### src/pkg/lphy_pkg.sv
// Package for the LIN physical layer control register bank.
// Assumes a 32-bit AXI4-Lite host and a transceiver core on sys_clk.
package lphy_pkg;
  // Word offsets are indices; byte address is four times the index
  localparam logic [2:0] IDX_PIN_DATA = 3'h0;
  localparam logic [2:0] IDX_CTRL = 3'h1;
  localparam logic [2:0] IDX_TEST_A = 3'h2;
  localparam logic [2:0] IDX_SLEW = 3'h3;
  localparam logic [2:0] IDX_TEST_B = 3'h4;
  localparam logic [2:0] IDX_OC_STATUS = 3'h5;
  localparam logic [2:0] IDX_IRQ_EN = 3'h6;
  localparam logic [2:0] IDX_IRQ_FLAGS = 3'h7;
  localparam int ADDR_W = 5;
  // Field positions
  localparam int BIT_RX_LEVEL = 0;
  localparam int BIT_TX_DRIVE = 1;
  localparam int BIT_PULLUP = 0;
  localparam int BIT_WAKEUP = 1;
  localparam int BIT_LISTEN = 2;
  localparam int BIT_ENABLE = 3;
  localparam int BIT_SLEW_LOCK = 7;
  localparam int BIT_OC = 0;
  localparam int BIT_OC_IE = 7;
  localparam int BIT_OC_IF = 0;
  // Reset values
  localparam logic [7:0] RST_PIN_DATA = 8'h02;
  localparam logic [7:0] RST_CTRL = 8'h01;
  localparam logic [1:0] RST_SLEW = 2'h0;
  localparam logic [7:0] RST_TEST = 8'h00;
  // Slew sync countdown start; latency is one cycle more
  localparam logic [1:0] SLEW_SYNC_CYC = 2'h2;
  localparam logic [1:0] AXI_OKAY = 2'h0;
  localparam logic [1:0] AXI_SLVERR = 2'h2;

  typedef enum logic [1:0] {
    LPHY_SLEW_NORMAL = 2'h0,
    LPHY_SLEW_SLOW = 2'h1,
    LPHY_SLEW_FAST = 2'h2,
    LPHY_SLEW_RSVD = 2'h3
  } lphy_slew_t;

  // Outputs to the transceiver core
  typedef struct packed {
    logic tx_in;
    logic enable;
    logic tx_enable;
    logic wakeup_en;
    logic strong_pullup;
    lphy_slew_t slew;
  } lphy_phy_ctrl_t;

  // Inputs from the transceiver core
  typedef struct packed {
    logic rx_out;
    logic overcurrent;
  } lphy_phy_stat_t;
endpackage : lphy_pkg

### src/design/lphy_regs.sv
// LIN physical layer control registers behind an AXI4-Lite slave.
// Assumes phy status inputs are synchronous to sys_clk.
// Function
// - Eight registers at consecutive offsets, offset zero is pin data.
// - Pin data bit one drives the transceiver transmit input.
// - Pin data bit zero is read-only, shows receive output.
// - Enable bit zero means shutdown with only weak pull-up active.
// - Listen-only bit set means receive-only mode, clear means not.
// - Receive-only mode disables transmitter, receiver stays active.
// - Wake-up enable permits standby bus wake-up detection.
// - Pull-up select zero weak, one strong only when enabled.
// - Slew lock sets after slew write, clears after synchronization.
// - Slew writes ignored while lock flag is set.
// - Slew codes: 00 normal, 01 slow, 10 fast, 11 reserved.
// - Test registers readable always, writable only in test mode.
// - Pin data and control registers accessible at any time.
// - Status bit zero shows present transmitter over-current.
// - Over-current change flag sets on change, write-one clears.
module lphy_regs (
  // Clock and reset
  input wire logic sys_clk,
  input wire logic nrst,
  // Chip test mode strap
  input wire logic test_mode,
  // AXI4-Lite write
  input wire logic [lphy_pkg::ADDR_W-1:0] awaddr,
  input wire logic awvalid,
  output logic awready,
  input wire logic [31:0] wdata,
  input wire logic [3:0] wstrb,
  input wire logic wvalid,
  output logic wready,
  output logic [1:0] bresp,
  output logic bvalid,
  input wire logic bready,
  // AXI4-Lite read
  input wire logic [lphy_pkg::ADDR_W-1:0] araddr,
  input wire logic arvalid,
  output logic arready,
  output logic [31:0] rdata,
  output logic [1:0] rresp,
  output logic rvalid,
  input wire logic rready,
  // Transceiver
  output lphy_pkg::lphy_phy_ctrl_t phy_ctrl,
  input wire lphy_pkg::lphy_phy_stat_t phy_stat,
  // Interrupt
  output logic irq
);
  import lphy_pkg::*;

  //////////////////////////////////////////////////////////////////////////
  // Write channel capture
  logic aw_q, w_q;
  logic [ADDR_W-1:0] awaddr_q;
  logic [31:0] wdata_q;
  logic wstrb0_q;
  logic wr_go;
  logic [2:0] wr_idx;
  logic wr_byte;

  assign awready = !aw_q && !bvalid;
  assign wready = !w_q && !bvalid;
  assign wr_go = aw_q && w_q && !bvalid;
  assign wr_idx = awaddr_q[4:2];
  assign wr_byte = wr_go && wstrb0_q;

  function automatic logic hit(input logic [2:0] idx, input logic [2:0] r);
    hit = (idx == r);
  endfunction : hit

  always_ff @(posedge sys_clk) begin
    if (!nrst) begin
      aw_q <= 1'b0;
      w_q <= 1'b0;
      awaddr_q <= '0;
      wdata_q <= '0;
      wstrb0_q <= 1'b0;
    end else begin
      if (awvalid && awready) begin
        aw_q <= 1'b1;
        awaddr_q <= awaddr;
      end else if (wr_go) begin
        aw_q <= 1'b0;
      end
      if (wvalid && wready) begin
        w_q <= 1'b1;
        wdata_q <= wdata;
        wstrb0_q <= wstrb[0];
      end else if (wr_go) begin
        w_q <= 1'b0;
      end
    end
  end

  always_ff @(posedge sys_clk) begin
    if (!nrst) begin
      bvalid <= 1'b0;
      bresp <= AXI_OKAY;
    end else if (wr_go) begin
      bvalid <= 1'b1;
      bresp <= (awaddr_q[1:0] != 2'h0) ? AXI_SLVERR : AXI_OKAY;
    end else if (bready) begin
      bvalid <= 1'b0;
    end
  end

  //////////////////////////////////////////////////////////////////////////
  // Registers
  logic tx_drive_bit_q;
  logic [3:0] ctrl_q;
  logic [7:0] test_a_q, test_b_q;
  lphy_slew_t slew_q;
  logic slew_lock_q;
  logic [1:0] sync_cnt_q;
  logic oc_ie_q, oc_if_q, oc_prev_q;
  logic oc_changed;
  logic wr_ok;

  assign wr_ok = wr_byte && awaddr_q[1:0] == 2'h0;
  assign oc_changed = phy_stat.overcurrent != oc_prev_q;

  always_ff @(posedge sys_clk) begin
    if (!nrst) begin
      tx_drive_bit_q <= RST_PIN_DATA[BIT_TX_DRIVE];
    end else if (wr_ok && hit(wr_idx, IDX_PIN_DATA)) begin
      tx_drive_bit_q <= wdata_q[BIT_TX_DRIVE];
    end
  end

  always_ff @(posedge sys_clk) begin
    if (!nrst) begin
      ctrl_q <= RST_CTRL[3:0];
    end else begin
      if (wr_ok && hit(wr_idx, IDX_CTRL)) begin
        ctrl_q <= wdata_q[3:0];
      end
      if (phy_stat.overcurrent) begin
        ctrl_q[BIT_LISTEN] <= 1'b1;
      end
    end
  end

  always_ff @(posedge sys_clk) begin
    if (!nrst) begin
      test_a_q <= RST_TEST;
      test_b_q <= RST_TEST;
    end else if (wr_ok && test_mode) begin
      if (hit(wr_idx, IDX_TEST_A)) begin
        test_a_q <= wdata_q[7:0];
      end
      if (hit(wr_idx, IDX_TEST_B)) begin
        test_b_q <= wdata_q[7:0];
      end
    end
  end

  // Slew field with write lock held during synchronization
  always_ff @(posedge sys_clk) begin
    if (!nrst) begin
      slew_q <= LPHY_SLEW_NORMAL;
      slew_lock_q <= 1'b0;
      sync_cnt_q <= '0;
    end else if (wr_ok && hit(wr_idx, IDX_SLEW) && !slew_lock_q) begin
      slew_q <= lphy_slew_t'(wdata_q[1:0]);
      slew_lock_q <= 1'b1;
      sync_cnt_q <= SLEW_SYNC_CYC;
    end else if (slew_lock_q) begin
      if (sync_cnt_q == 2'h0) begin
        slew_lock_q <= 1'b0;
      end else begin
        sync_cnt_q <= sync_cnt_q - 2'h1;
      end
    end
  end

  // Transceiver slew output updates when synchronization completes
  lphy_slew_t slew_phy_q;
  always_ff @(posedge sys_clk) begin
    if (!nrst) begin
      slew_phy_q <= LPHY_SLEW_NORMAL;
    end else if (slew_lock_q && sync_cnt_q == 2'h0) begin
      slew_phy_q <= slew_q;
    end
  end

  always_ff @(posedge sys_clk) begin
    if (!nrst) begin
      oc_ie_q <= 1'b0;
    end else if (wr_ok && hit(wr_idx, IDX_IRQ_EN)) begin
      oc_ie_q <= wdata_q[BIT_OC_IE];
    end
  end

  // Change flag: set wins over write-one clear
  always_ff @(posedge sys_clk) begin
    if (!nrst) begin
      oc_prev_q <= 1'b0;
      oc_if_q <= 1'b0;
    end else begin
      oc_prev_q <= phy_stat.overcurrent;
      if (oc_changed) begin
        oc_if_q <= 1'b1;
      end else if (wr_ok && hit(wr_idx, IDX_IRQ_FLAGS)
                   && wdata_q[BIT_OC_IF]) begin
        oc_if_q <= 1'b0;
      end
    end
  end

  assign irq = oc_ie_q && oc_if_q;

  //////////////////////////////////////////////////////////////////////////
  // Transceiver controls
  always_comb begin
    phy_ctrl.tx_in = tx_drive_bit_q;
    phy_ctrl.enable = ctrl_q[BIT_ENABLE];
    phy_ctrl.tx_enable = ctrl_q[BIT_ENABLE] && !ctrl_q[BIT_LISTEN]
                         && !phy_stat.overcurrent;
    phy_ctrl.wakeup_en = ctrl_q[BIT_ENABLE] && ctrl_q[BIT_WAKEUP];
    phy_ctrl.strong_pullup = ctrl_q[BIT_ENABLE]
                             && ctrl_q[BIT_PULLUP];
    phy_ctrl.slew = slew_phy_q;
  end

  //////////////////////////////////////////////////////////////////////////
  // Read channel
  logic [7:0] rd_byte;
  logic [2:0] rd_idx;
  assign rd_idx = araddr[4:2];
  assign arready = !rvalid;

  always_comb begin
    rd_byte = 8'h00;
    unique case (rd_idx)
      IDX_PIN_DATA: begin
        rd_byte[BIT_TX_DRIVE] = tx_drive_bit_q;
        rd_byte[BIT_RX_LEVEL] = phy_stat.rx_out;
      end
      IDX_CTRL: rd_byte[3:0] = ctrl_q;
      IDX_TEST_A: rd_byte = test_a_q;
      IDX_SLEW: begin
        rd_byte[BIT_SLEW_LOCK] = slew_lock_q;
        rd_byte[1:0] = slew_q;
      end
      IDX_TEST_B: rd_byte = test_b_q;
      IDX_OC_STATUS: rd_byte[BIT_OC] = phy_stat.overcurrent;
      IDX_IRQ_EN: rd_byte[BIT_OC_IE] = oc_ie_q;
      IDX_IRQ_FLAGS: rd_byte[BIT_OC_IF] = oc_if_q;
    endcase
  end

  always_ff @(posedge sys_clk) begin
    if (!nrst) begin
      rvalid <= 1'b0;
      rdata <= '0;
      rresp <= AXI_OKAY;
    end else if (arvalid && arready) begin
      rvalid <= 1'b1;
      rdata <= {24'h000000, rd_byte};
      rresp <= (araddr[1:0] != 2'h0) ? AXI_SLVERR : AXI_OKAY;
    end else if (rready) begin
      rvalid <= 1'b0;
    end
  end

  //////////////////////////////////////////////////////////////////////////
  // Assertions
  property p_oc_listen;
    @(posedge sys_clk) disable iff (!nrst)
      phy_stat.overcurrent |=> ctrl_q[BIT_LISTEN];
  endproperty
  a_oc_listen: assert property (p_oc_listen)
    else $error("listen-only not forced by over-current");

  property p_tx_off;
    @(posedge sys_clk) disable iff (!nrst)
      (ctrl_q[BIT_LISTEN] || !ctrl_q[BIT_ENABLE]) |-> !phy_ctrl.tx_enable;
  endproperty
  a_tx_off: assert property (p_tx_off)
    else $error("transmitter enabled in listen-only or shutdown");

  property p_pullup;
    @(posedge sys_clk) disable iff (!nrst)
      phy_ctrl.strong_pullup |-> ctrl_q[BIT_ENABLE] && ctrl_q[BIT_PULLUP];
  endproperty
  a_pullup: assert property (p_pullup)
    else $error("strong pull-up without enable");

  property p_lock_set;
    @(posedge sys_clk) disable iff (!nrst)
      (wr_ok && hit(wr_idx, IDX_SLEW) && !slew_lock_q) |=> slew_lock_q;
  endproperty
  a_lock_set: assert property (p_lock_set)
    else $error("slew lock not set after write");

  property p_lock_clear;
    @(posedge sys_clk) disable iff (!nrst)
      $rose(slew_lock_q) |-> ##[1:4] !slew_lock_q;
  endproperty
  a_lock_clear: assert property (p_lock_clear)
    else $error("slew lock stuck");

  property p_slew_hold;
    @(posedge sys_clk) disable iff (!nrst)
      slew_lock_q |=> $stable(slew_q);
  endproperty
  a_slew_hold: assert property (p_slew_hold)
    else $error("slew changed while locked");

  property p_test_hold;
    @(posedge sys_clk) disable iff (!nrst)
      !test_mode |=> $stable(test_a_q) && $stable(test_b_q);
  endproperty
  a_test_hold: assert property (p_test_hold)
    else $error("test register written outside test mode");

  property p_flag_set;
    @(posedge sys_clk) disable iff (!nrst)
      oc_changed |=> oc_if_q;
  endproperty
  a_flag_set: assert property (p_flag_set)
    else $error("change flag not set");

  property p_irq;
    @(posedge sys_clk) disable iff (!nrst)
      oc_changed |=> irq == oc_ie_q;
  endproperty
  a_irq: assert property (p_irq)
    else $error("interrupt output mismatch");

  property p_txin;
    @(posedge sys_clk) disable iff (!nrst)
      (wr_ok && hit(wr_idx, IDX_PIN_DATA)) |=>
        phy_ctrl.tx_in == $past(wdata_q[BIT_TX_DRIVE]);
  endproperty
  a_txin: assert property (p_txin)
    else $error("tx input does not follow pin data write");

  c_slew_write: cover property (@(posedge sys_clk) $fell(slew_lock_q));
  c_oc_event: cover property (@(posedge sys_clk) $rose(phy_stat.overcurrent));
  c_irq: cover property (@(posedge sys_clk) $rose(irq));
endmodule : lphy_regs

### config.mk
export PLATFORM = sky130hd
export DESIGN_NAME = lphy_regs
export DESIGN_NICKNAME = d
export VERILOG_FILES = /design/src/pkg/lphy_pkg.sv /design/src/design/lphy_regs.sv
export SDC_FILE = /design/constraint.sdc
export NUM_CORES = 1
export LEC_CHECK = 0
export BUFFER_PORTS_ARGS = -buffer_cell sky130_fd_sc_hd__buf_4
export CORE_MARGIN = 4
export CORE_UTILIZATION = 33
export DETAILED_ROUTE_END_ITERATION = 6
export PLACE_DENSITY = 0.58
export SKIP_LAST_GASP = 1
export SLEW_MARGIN = 20
export SYNTH_ARGS = -nofsm -noshare
export SYNTH_HDL_FRONTEND = slang
export SYNTH_SLANG_ARGS = --single-unit
### constraint.sdc
create_clock -name sys_clk -period 3.6 [get_ports sys_clk]
set_clock_uncertainty 0.05 [all_clocks]
set_input_delay 0.18 -clock sys_clk [delete_from_list [all_inputs] [get_ports sys_clk]]
set_output_delay 0.18 -clock sys_clk [all_outputs]
set_load 0.05 [all_outputs]
# Word level (Yosys, flattened, before mapping)
# Cells that the tools add are included.
word_totals:
  register_bits: 61
  input_bits: 56
  elab_cells: 113
  out_inout_bits: 49
classes:
  n_reduce_logical: 48
  n_mux: 24
  bitwise_logic: 2
  n_addsub: 1
  n_eq_ne: 15
ops:
  columns: ["op", "count"]
  rows:
  - ["1-bit logical AND", 23]
  - ["3-bit == test (second input constant)", 7]
  - ["2-bit nonzero test", 9]
  - ["1-bit two-way mux", 13]
  - ["3-bit by 2-bit == test with 1-bit output (second input constant)", 4]
  - ["2-bit two-way mux", 5]
  - ["2-bit AND reduction", 4]
  - ["1-bit logical NOT", 7]
  - ["1-bit one-hot mux with 7 select lines", 1]
  - ["3-bit by 1-bit == test with 1-bit output (second input constant)", 2]
  - ["3-bit logical NOT", 2]
  - ["2-bit one-hot mux with 3 select lines", 1]
  - ["3-bit one-hot mux with 2 select lines", 1]
  - ["1-bit one-hot mux with 5 select lines", 1]
  - ["2-bit logical NOT", 2]
  - ["1-bit one-hot mux with 4 select lines", 1]
  - ["3-bit two-way mux", 1]
  - ["2-bit inequality test (second input constant)", 1]
  - ["1-bit inverter", 2]
  - ["2-bit OR reduction", 1]
  - ["2-bit by 1-bit subtractor with 2-bit output (second input constant)", 1]
  - ["1-bit inequality test", 1]

# Logic depth before layout (Yosys ltp)
# Gate-level depths: netlist (run 1).
logic_depth:
  depth_word: 8
  mapped_depth: 5
  mapped_depth_nobuf: 4

# Worst setup path before layout (run 1)
# Ideal clock, no wire load.
synth_timing:
  path_kind: "reg2reg"
  startpoint: "reg bvalid"
  endpoint: "reg awaddr_q[0]"
  setup_ns: 0.116
  t_arrival_ns: 1.870
  n_path_buf: 1
  required_ns: 3.434
  path_stages_with_launch: 6
  slack_ns: 1.564
  period_less_slack_ns: 2.036
  path_cell_list: "dfxtp_1 -> nor2_1 -> and2_1 -> buf_2 -> mux2i_1 -> nor2b_1"
synth_between:
  elab_chain_len: 3
synth_lines:
  columns: ["element", "line_no", "text"]
  rows:
  - ["start, declared", "lphy_regs.sv:34", "output logic bvalid,"]
  - ["start signal, assigned", "lphy_regs.sv:98", "bvalid <= 1'b0;"]
  - ["start signal, assigned", "lphy_regs.sv:101", "bvalid <= 1'b1;"]
  - ["start signal, assigned", "lphy_regs.sv:104", "bvalid <= 1'b0;"]
  - ["1-bit logical NOT", "lphy_regs.sv:62", "assign awready = !aw_q && !bvalid;"]
  - ["1-bit logical AND", "lphy_regs.sv:62", null]
  - ["named net awready", "lphy_regs.sv:28", "output logic awready,"]
  - ["1-bit logical AND", "lphy_regs.sv:80", "if (awvalid && awready) begin"]
  - ["end signal, assigned", "lphy_regs.sv:82", "awaddr_q <= awaddr;"]
  - ["end, declared", "lphy_regs.sv:55", "logic [ADDR_W-1:0] awaddr_q;"]
# The timed path passes the listed nets, and every way through them passes these cells.
# A chain may end at the register's enable or synchronous reset.

# Worst setup path after layout (run 1)
layout_timing:
  startpoint: "reg bvalid"
  endpoint: "reg test_b_q[5]"
layout_between:
  elab_chain_len: 6
layout_lines:
  columns: ["element", "line_no", "text"]
  rows:
  - ["1-bit logical NOT", "lphy_regs.sv:64", "assign wr_go = aw_q && w_q && !bvalid;"]
  - ["1-bit logical AND", "lphy_regs.sv:64", null]
  - ["1-bit logical AND", "lphy_regs.sv:66", "assign wr_byte = wr_go && wstrb0_q;"]
  - ["1-bit logical AND", "lphy_regs.sv:120", "assign wr_ok = wr_byte && awaddr_q[1:0] == 2'h0;"]
  - ["1-bit logical AND", "lphy_regs.sv:148", "end else if (wr_ok && test_mode) begin"]
  - ["2-bit AND reduction (no line)", null, null]
  - ["end signal, assigned", "lphy_regs.sv:153", "test_b_q <= wdata_q[7:0];"]
  - ["end, declared", "lphy_regs.sv:112", "logic [7:0] test_a_q, test_b_q;"]
# No other way between the ends.

==> results.tsv, run 1 <==
stage	metric	value	unit
power	p_leak	1.54	nW
cts	clock_sinks	59	
finish	nets	398	
timing	hold_violations	0	
timing	grt_setup_unrepaired	false	
synthesis	synth-seq-area-share	41.9	%
cts	clk_path_buf_depth	2	
outcome	run_status	finished clean	
global_routing	grt_pass1_vias	1995	
critical_path	timing.rr.end	test_b_q[5]	
placed_design	dp_hpwl	4350	um
critical_path	r2r_cells	4	
synthesis	synth.distinct_cells	42	
timing	fin_hold_ws	0.0319	ns
detailed_routing	vias_per_cell	4.56	
critical_path	cp_data_required_time	3.78	ns
power	power_density	443	mW/mm^2
critical_path	r2r-start	bvalid	
cts	cts_hold_buf	0	
global_routing	grt-ovfl-total	0	
finish	utilization	40.4	%
timing	tns	0	ns
synthesis	ys_ff_latch	59	
floorplan	die_w	100	um
detailed_routing	dr_wl_met3	363	um
timing	period_needed	1.76	ns
finish	drive_above_1_share	20.2	%
detailed_routing	drc_errors	0	
cts	numCtsBuffers	9	
detailed_routing	drt_iter0_markers	61	
power	combPwrFrac	15.1	%
synthesis	syn_avg_cell_area	9.52	sq um
cts	post_cts_resize_count	0	
placed_design	placed_cell_area	0.00316	sq mm
global_routing	grt_max_degree	61	
global_routing	grt_usage	12.6	%
cts	cts_tree	done	
floorplan	die_area	0.0101	sq mm
cts	htreeDepth	3	
job	max_cap_violations	0	
power	internal-power	1.06	mW
cts	clockRootBuffer	clkbuf_8	
critical_path	crit_fanout	11	
detailed_routing	wl_per_cell	13.4	um
detailed_routing	dr.pass1.iters	4	
timing	fmax	569	MHz
power	max-vdd-ir-drop	138	uV
hold_path	min_path_cells	2	
critical_path	worstSetupPathType	register to register	
critical_path	crit_start	bvalid	
synthesis	syn_area	0.00282	sq mm
timing	maxSlewViolCount	0	
timing	tightestPinTransition	0.556	ns
detailed_routing	routed_wl	6040	um
cts	post_cts_buffers	0	
synthesis	yosys_warnings	0	
detailed_routing	via_count	2057	
timing	slew-limit-headroom	62.9	%
finish	design_area	0.00333	sq mm
cts	insertion_delay	0.34	ns
detailed_routing	routed.top_layer	met4	
finish	syn2layout_area_growth	18.3	%
placed_design	gp_congestion	0.750	
hold_path	min_path_type	input pin to register	
critical_path	worst_setup_path_start_kind	register	
critical_path	endpoint	test_b_q[5]	
finish	n_fill_cell	856	
power	seqPwrFrac	47.1	%
critical_path	endpoint_kind	register	
power	total_power	1.48	mW
synthesis	syn_inst	296	
detailed_routing	met1_length	2820	um
placed_design	portBuffers	51	
power	p_switching	0.420	mW
floorplan	row_count	33	
floorplan	initial_core_util	34.1	%
detailed_routing	met2_length	2720	um
global_routing	antenna_found_initial	0	
detailed_routing	antenna_left	0	
global_routing	grt_pass1_wl	9750	um
power	p_clk_share	37.8	%
floorplan	die_y	100	um
cts	cts.clk_slew.worst_paths	0.06	ns
finish	antenna_cells	0	
timing	post-route-period-util	48.8	%
critical_path	r2r_slack	1.84	ns
critical_path	arrival	1.94	ns
power	netSwitchingFraction	28.4	%
floorplan	coreArea	0.00826	sq mm
timing	finalSetupViolCount	0	
floorplan	boundaryPins	105	
cell usage after synthesis:
cell       instances  area, sq um
a21boi_0           1         7.51
a21boi_1          13         97.6
a21oi_1            6         30.0
a22o_1             3         26.3
a22oi_1            5         37.5
a2bb2oi_1          4         35.0
a31oi_1            1         6.26
a32oi_1            1         8.76
and2_1             7         43.8
and3_1             3         18.8
and3b_1            1         8.76
and4bb_4           1         16.3
buf_2              4         20.0
buf_4             29          218
clkbuf_1           8         30.0
conb_1             1         3.75
dfxtp_1           59         1180
inv_1              3         11.3
mux2_1             2         22.5
mux2_2             1         11.3
mux2i_1           30          300
nand2_1           28          105
nand2b_1           5         31.3
nand3_1            4         20.0
nand3_2            1         10.0
nand4_1            1         6.26
nand4_4            2         42.5
nand4b_2           1         15.0
nor2_1             8         30.0
nor2b_1           39          244
nor3_1             1         5.00
nor3b_1            3         22.5
nor4b_4            1         23.8
o211a_1            2         20.0
o211ai_1           1         7.51
o21a_1             1         7.51
o21ai_0            9         45.0
o21ai_1            2         10.0
o21ba_1            1         10.0
o2bb2ai_1          1         8.76
o311a_1            1         10.0
xor2_1             1         8.76
worst min path at each step:
stage | start | end | slack (ns)
after global routing | arvalid | rvalid | 0.04
final | arvalid | rvalid | 0.03
after detailed placement | arvalid | rvalid | 0.38
after floorplan | phy_stat[0] | oc_prev_q | 0.25
after global placement | arvalid | rvalid | 0.37
after CTS | arvalid | rvalid | 0.02
cell usage in the layout, fill, tap and decap left out, drive strengths merged, types with 2 or more instances in the layout:
| cell type | netlist | layout |
|---|---|---|
| dfxtp | 59 | 59 |
| buf | 33 | 51 |
| nor2b | 39 | 39 |
| mux2i | 30 | 30 |
| nand2 | 28 | 28 |
| conb | 1 | 26 |
| a21boi | 14 | 14 |
| clkbuf | 8 | 12 |
| o21ai | 11 | 11 |
| nor2 | 8 | 8 |
| and2 | 7 | 7 |
| a21oi | 6 | 6 |
| nand2b | 5 | 5 |
| a22oi | 5 | 5 |
| nand3 | 5 | 5 |
| a2bb2oi | 4 | 4 |
| inv | 3 | 3 |
| and3 | 3 | 3 |
| nor3b | 3 | 3 |
| a22o | 3 | 3 |
| nand4 | 3 | 3 |
| mux2 | 3 | 3 |
| o211a | 2 | 2 |
| clkinv | 0 | 2 |
critical path, stage by stage, from the launching register on:
cell and delay [ns]:
dfxtp_1 0.35, and3b_1 0.59, nand4_4 0.34, mux2i_1 0.25, nor2b_1 0.07
area by class of cell:
cell class	instances	area [sq um]	share of cell area (%)
multi-input combinational	218	1450	43.5
inverter	3	11.3	0.338
sequential	59	1180	35.4
timing repair buffer	51	383	11.5
tap	105	131	3.94
clock inverter	3	40.0	1.20
clock buffer	12	135	4.05
sequential cells by signal, indices dropped and copies added (netlist names):
name            count
slew_lock_q         1
oc_if_q             1
rresp               1
oc_ie_q             1
tx_drive_bit_q      1
aw_q                1
ctrl_q              4
wdata_q             8
wstrb0_q            1
w_q                 1
rdata               8
awaddr_q            5
slew_q              2
test_b_q            8
bresp               1
rvalid              1
test_a_q            8
bvalid              1
slew_phy_q          2
sync_cnt_q          2
oc_prev_q           1
power by group through the flow:
stage | Clock, mW | Combinational (mW) | Sequential (mW)
after floorplan | 0 | 0.174 | 0.722
after global placement | 0 | 0.223 | 0.709
after detailed placement | 0 | 0.225 | 0.710
after CTS | 0.574 | 0.225 | 0.696
after global routing | 0.598 | 0.241 | 0.699
final | 0.558 | 0.224 | 0.695
logic make-up (layout without fill, tap and decap cells):
family,after synthesis,count (layout),share of synthesized area (%)
xor gates and xnor gates,1,1,0.311
and+or+nand+nor,106,106,22.8
DFF,59,59,41.9
other,1,26,0.133
buffers and inverters,44,69,9.90
muxes,33,33,11.9
AOI/OAI and AO/OA,52,52,13.1
metrics by stage:
stage | worst slack (ns) | instances
2_1_floorplan | 1.56 | 321
3_3_place_gp | 1.86 | 436
3_5_place_dp | 1.85 | 436
4_1_cts | 1.82 | 451
5_1_grt | 1.73 | 451
6_report | 1.84 | 451
routing by layer:
metal	vias up	track usage, %
li1	1056	-
met1	939	16.0
met2	54	19.1
met3	8	3.82
met4	0	6.53
met5	-	0
Note: power is estimated with default switching activity, not from simulation.
==> run 2: changes to the inputs <==
--- a/config.mk
+++ b/config.mk
@@ -9,7 +9,7 @@
 export CORE_MARGIN = 4
 export CORE_UTILIZATION = 33
 export DETAILED_ROUTE_END_ITERATION = 6
-export PLACE_DENSITY = 0.58
+export PLACE_DENSITY = 0.6
 export SKIP_LAST_GASP = 1
 export SLEW_MARGIN = 20
 export SYNTH_ARGS = -nofsm -noshare
==> constraint.sdc (replaced) <==
create_clock -name sys_clk -period 1.4 [get_ports sys_clk]
set_clock_uncertainty 0.05 [all_clocks]
set_input_delay 0.07 -clock sys_clk [delete_from_list [all_inputs] [get_ports sys_clk]]
set_output_delay 0.07 -clock sys_clk [all_outputs]
set_load 0.05 [all_outputs]
==> results.tsv, run 2 (same netlist as run 1, synthesis figures left out) <==
stage	metric	value	unit	change
power	total_power	4.24	mW	+190%
critical_path	cpMaxStageDelayCell	dfxtp_2		
finish	stdcell_count	490		+8.6%
global_routing	antenna_found_initial	0		unchanged
global_routing	grt-ovfl-total	0		unchanged
detailed_routing	wl_per_cell	12.9	um	-3.6%
cts	clockRootBuffer	clkbuf_8		
global_routing	grt_usage	12.9	%	+0.36 points
timing	post-route-period-util	102	%	+53 points
critical_path	arrival	1.61	ns	-0.33 ns
timing	setup_ws	-0.0261	ns	-1.87 ns
outcome	run_status	finished, violations left		
global_routing	grt_pass1_wl	10100	um	+3.2%
finish	syn2layout_area_growth	33.7	%	
hold_path	min_path_cells	3		+1
detailed_routing	drt_iter0_markers	38		-38%
cts	insertion_delay	0.34	ns	about the same
finish	drive_above_1_share	25.7	%	+5.5 points
floorplan	boundaryPins	105		unchanged
floorplan	die_w	100	um	unchanged
hold_path	min_from	araddr[2]		
placed_design	dp.cells	451		+3.4%
floorplan	row_count	33		unchanged
cts	htreeDepth	3		unchanged
global_routing	grt_pass1_vias	2038		+2.2%
timing	hold_violations	0		unchanged
critical_path	endpoint_kind	register		
critical_path	worstSetupPathType	register to register		
critical_path	path_cells	nor4b_4, buf_4, nand4_4, mux2i_1, nor2b_1		
cts	cts.clk_slew.worst_paths	0.07	ns	about the same
timing	fin_hold_ws	0.0537	ns	+0.0218 ns
placed_design	portBuffers	51		unchanged
detailed_routing	via_count	2189		+6.4%
critical_path	cp_data_required_time	1.58	ns	-2.20 ns
detailed_routing	drc_errors	0		unchanged
cts	cts_tree	done		
detailed_routing	vias_per_cell	4.47		-2.1%
cts	numCtsBuffers	9		unchanged
power	p_leak	1.76	nW	+14%
cts	clock_sinks	59		unchanged
cts	clk_path_buf_depth	2		unchanged
placed_design	gp_congestion	0.730		-2.6%
detailed_routing	routed_wl	6320	um	+4.8%
timing	tns	-0.103	ns	-0.103 ns
critical_path	worst_setup_path_start_kind	register		
critical_path	r2r_slack	-0.03	ns	-1.87 ns
hold_path	min_path_type	input pin to register		
hold_path	holdPathEnd	rdata[0]		
floorplan	initial_core_util	34.1	%	unchanged
outcome	violations	setup timing		
critical_path	crit_fanout	8		-3
global_routing	grt_max_degree	32		-48%
critical_path	timing.rr.end	test_a_q[2]		
power	max-vdd-ir-drop	416	uV	+200%
finish	final_common_cell	buf_4		
power	power_density	1130	mW/mm^2	+150%
floorplan	die_y	100	um	unchanged
floorplan	coreArea	0.00826	sq mm	unchanged
finish	antenna_cells	0		unchanged
timing	fmax	701	MHz	+23%
placed_design	dp_hpwl	4570	um	+4.9%
critical_path	r2r_cells	5		+1
detailed_routing	antenna_left	0		unchanged
timing	grt_setup_unrepaired	true		
job	max_cap_violations	0		unchanged
critical_path	slowest_delay	0.33	ns	-0.26 ns
floorplan	die_area	0.0101	sq mm	unchanged
finish	final_cell_mix	buf_4, dfxtp_1, nor2b_1, mux2i_1, nand2_1		
timing	maxSlewViolCount	0		unchanged
finish	nets	436		+9.5%
critical_path	r2r-start	awaddr_q[2]		
timing	finalSetupViolCount	13		+13
detailed_routing	dr.pass1.iters	4		unchanged
timing	period_needed	1.43	ns	-0.331 ns
==> run 2: cell types whose count changed in the layout (fill, tap and decap cells not counted), moves of 3 or more <==
cell           previous run  this run
buf_4                    51        68
dfxtp_1                  59        55
dfxtp_2                   0         3
dlygate4sd3_1             0        20
==> run 2: final cells by class <==
type                            count  area, sq um
Fill cell                         809         4490
Tap cell                          105          131
Clock buffer                       12          155
Clock inverter                      4         71.3
Timing Repair Buffer               89          731
Sequential cell                    59         1190
Inverter                            3         11.3
Multi-Input combinational cell    218         1480
==> run 2: critical path: cells and delay by family, from the launching register on <==
| kind | cells | cell delay [ns] |
|---|---|---|
| flops | 1 | 0.33 |
| mux | 1 | 0.23 |
| simple gates | 3 | 0.53 |
| buf+inv | 1 | 0.18 |
==> run 2: worst max path at each step <==
stage / from / to / slack [ns] / depth (start not counted)
after floorplan: bvalid / test_a_q[0] / -0.008 / 5
after global placement: awaddr_q[1] / test_b_q[4] / -0.05 / 5
after detailed placement: awaddr_q[1] / test_a_q[2] / -0.06 / 5
after CTS: awaddr_q[2] / test_a_q[2] / -0.04 / 5
after global routing: awaddr_q[2] / test_b_q[4] / -0.13 / 5
final: awaddr_q[2] / test_a_q[2] / -0.03 / 5
==> run 2: through the flow <==
stage / worst slack, ns / utilization [%] / area [sq um]
6_report: -0.0261 / 45.6 / 3770
5_1_grt: -0.131 / 45.6 / 3770
4_1_cts: -0.0441 / 45.6 / 3760
3_5_place_dp: -0.0584 / 40.1 / 3310
3_3_place_gp: -0.0477 / 40.1 / 3310
2_1_floorplan: -0.00802 / - / 2950
==> run 2: timing repair <==
action / 4_1_cts / 5_1_grt
pin swaps: 2 / 1
setup buffers: 3 / 0
resized for setup: 1 / 1
hold endpoints to repair: 19 / 0
hold buffers: 20 / 0
endpoints found under the setup margin: 16 / 22
==> run 2: metal layers <==
| metal | part of all wire [%] | global-route usage, % | wire length, um | vias up |
|---|---|---|---|---|
| met5 | 0 | 0 | 0 | - |
| met4 | 1.8 | 6.53 | 112 | 0 |
| met3 | 5.8 | 3.68 | 366 | 7 |
| met2 | 45 | 19.4 | 2840 | 55 |
| met1 | 48 | 16.9 | 3010 | 1000 |
| li1 | - | - | - | 1127 |
==> run 2: where the power goes <==
group | switching (mW) | internal [mW] | total, mW
logic | 0.435 | 0.266 | 0.700
clock network | 0.666 | 1.10 | 1.76
registers | 0.0456 | 1.73 | 1.78
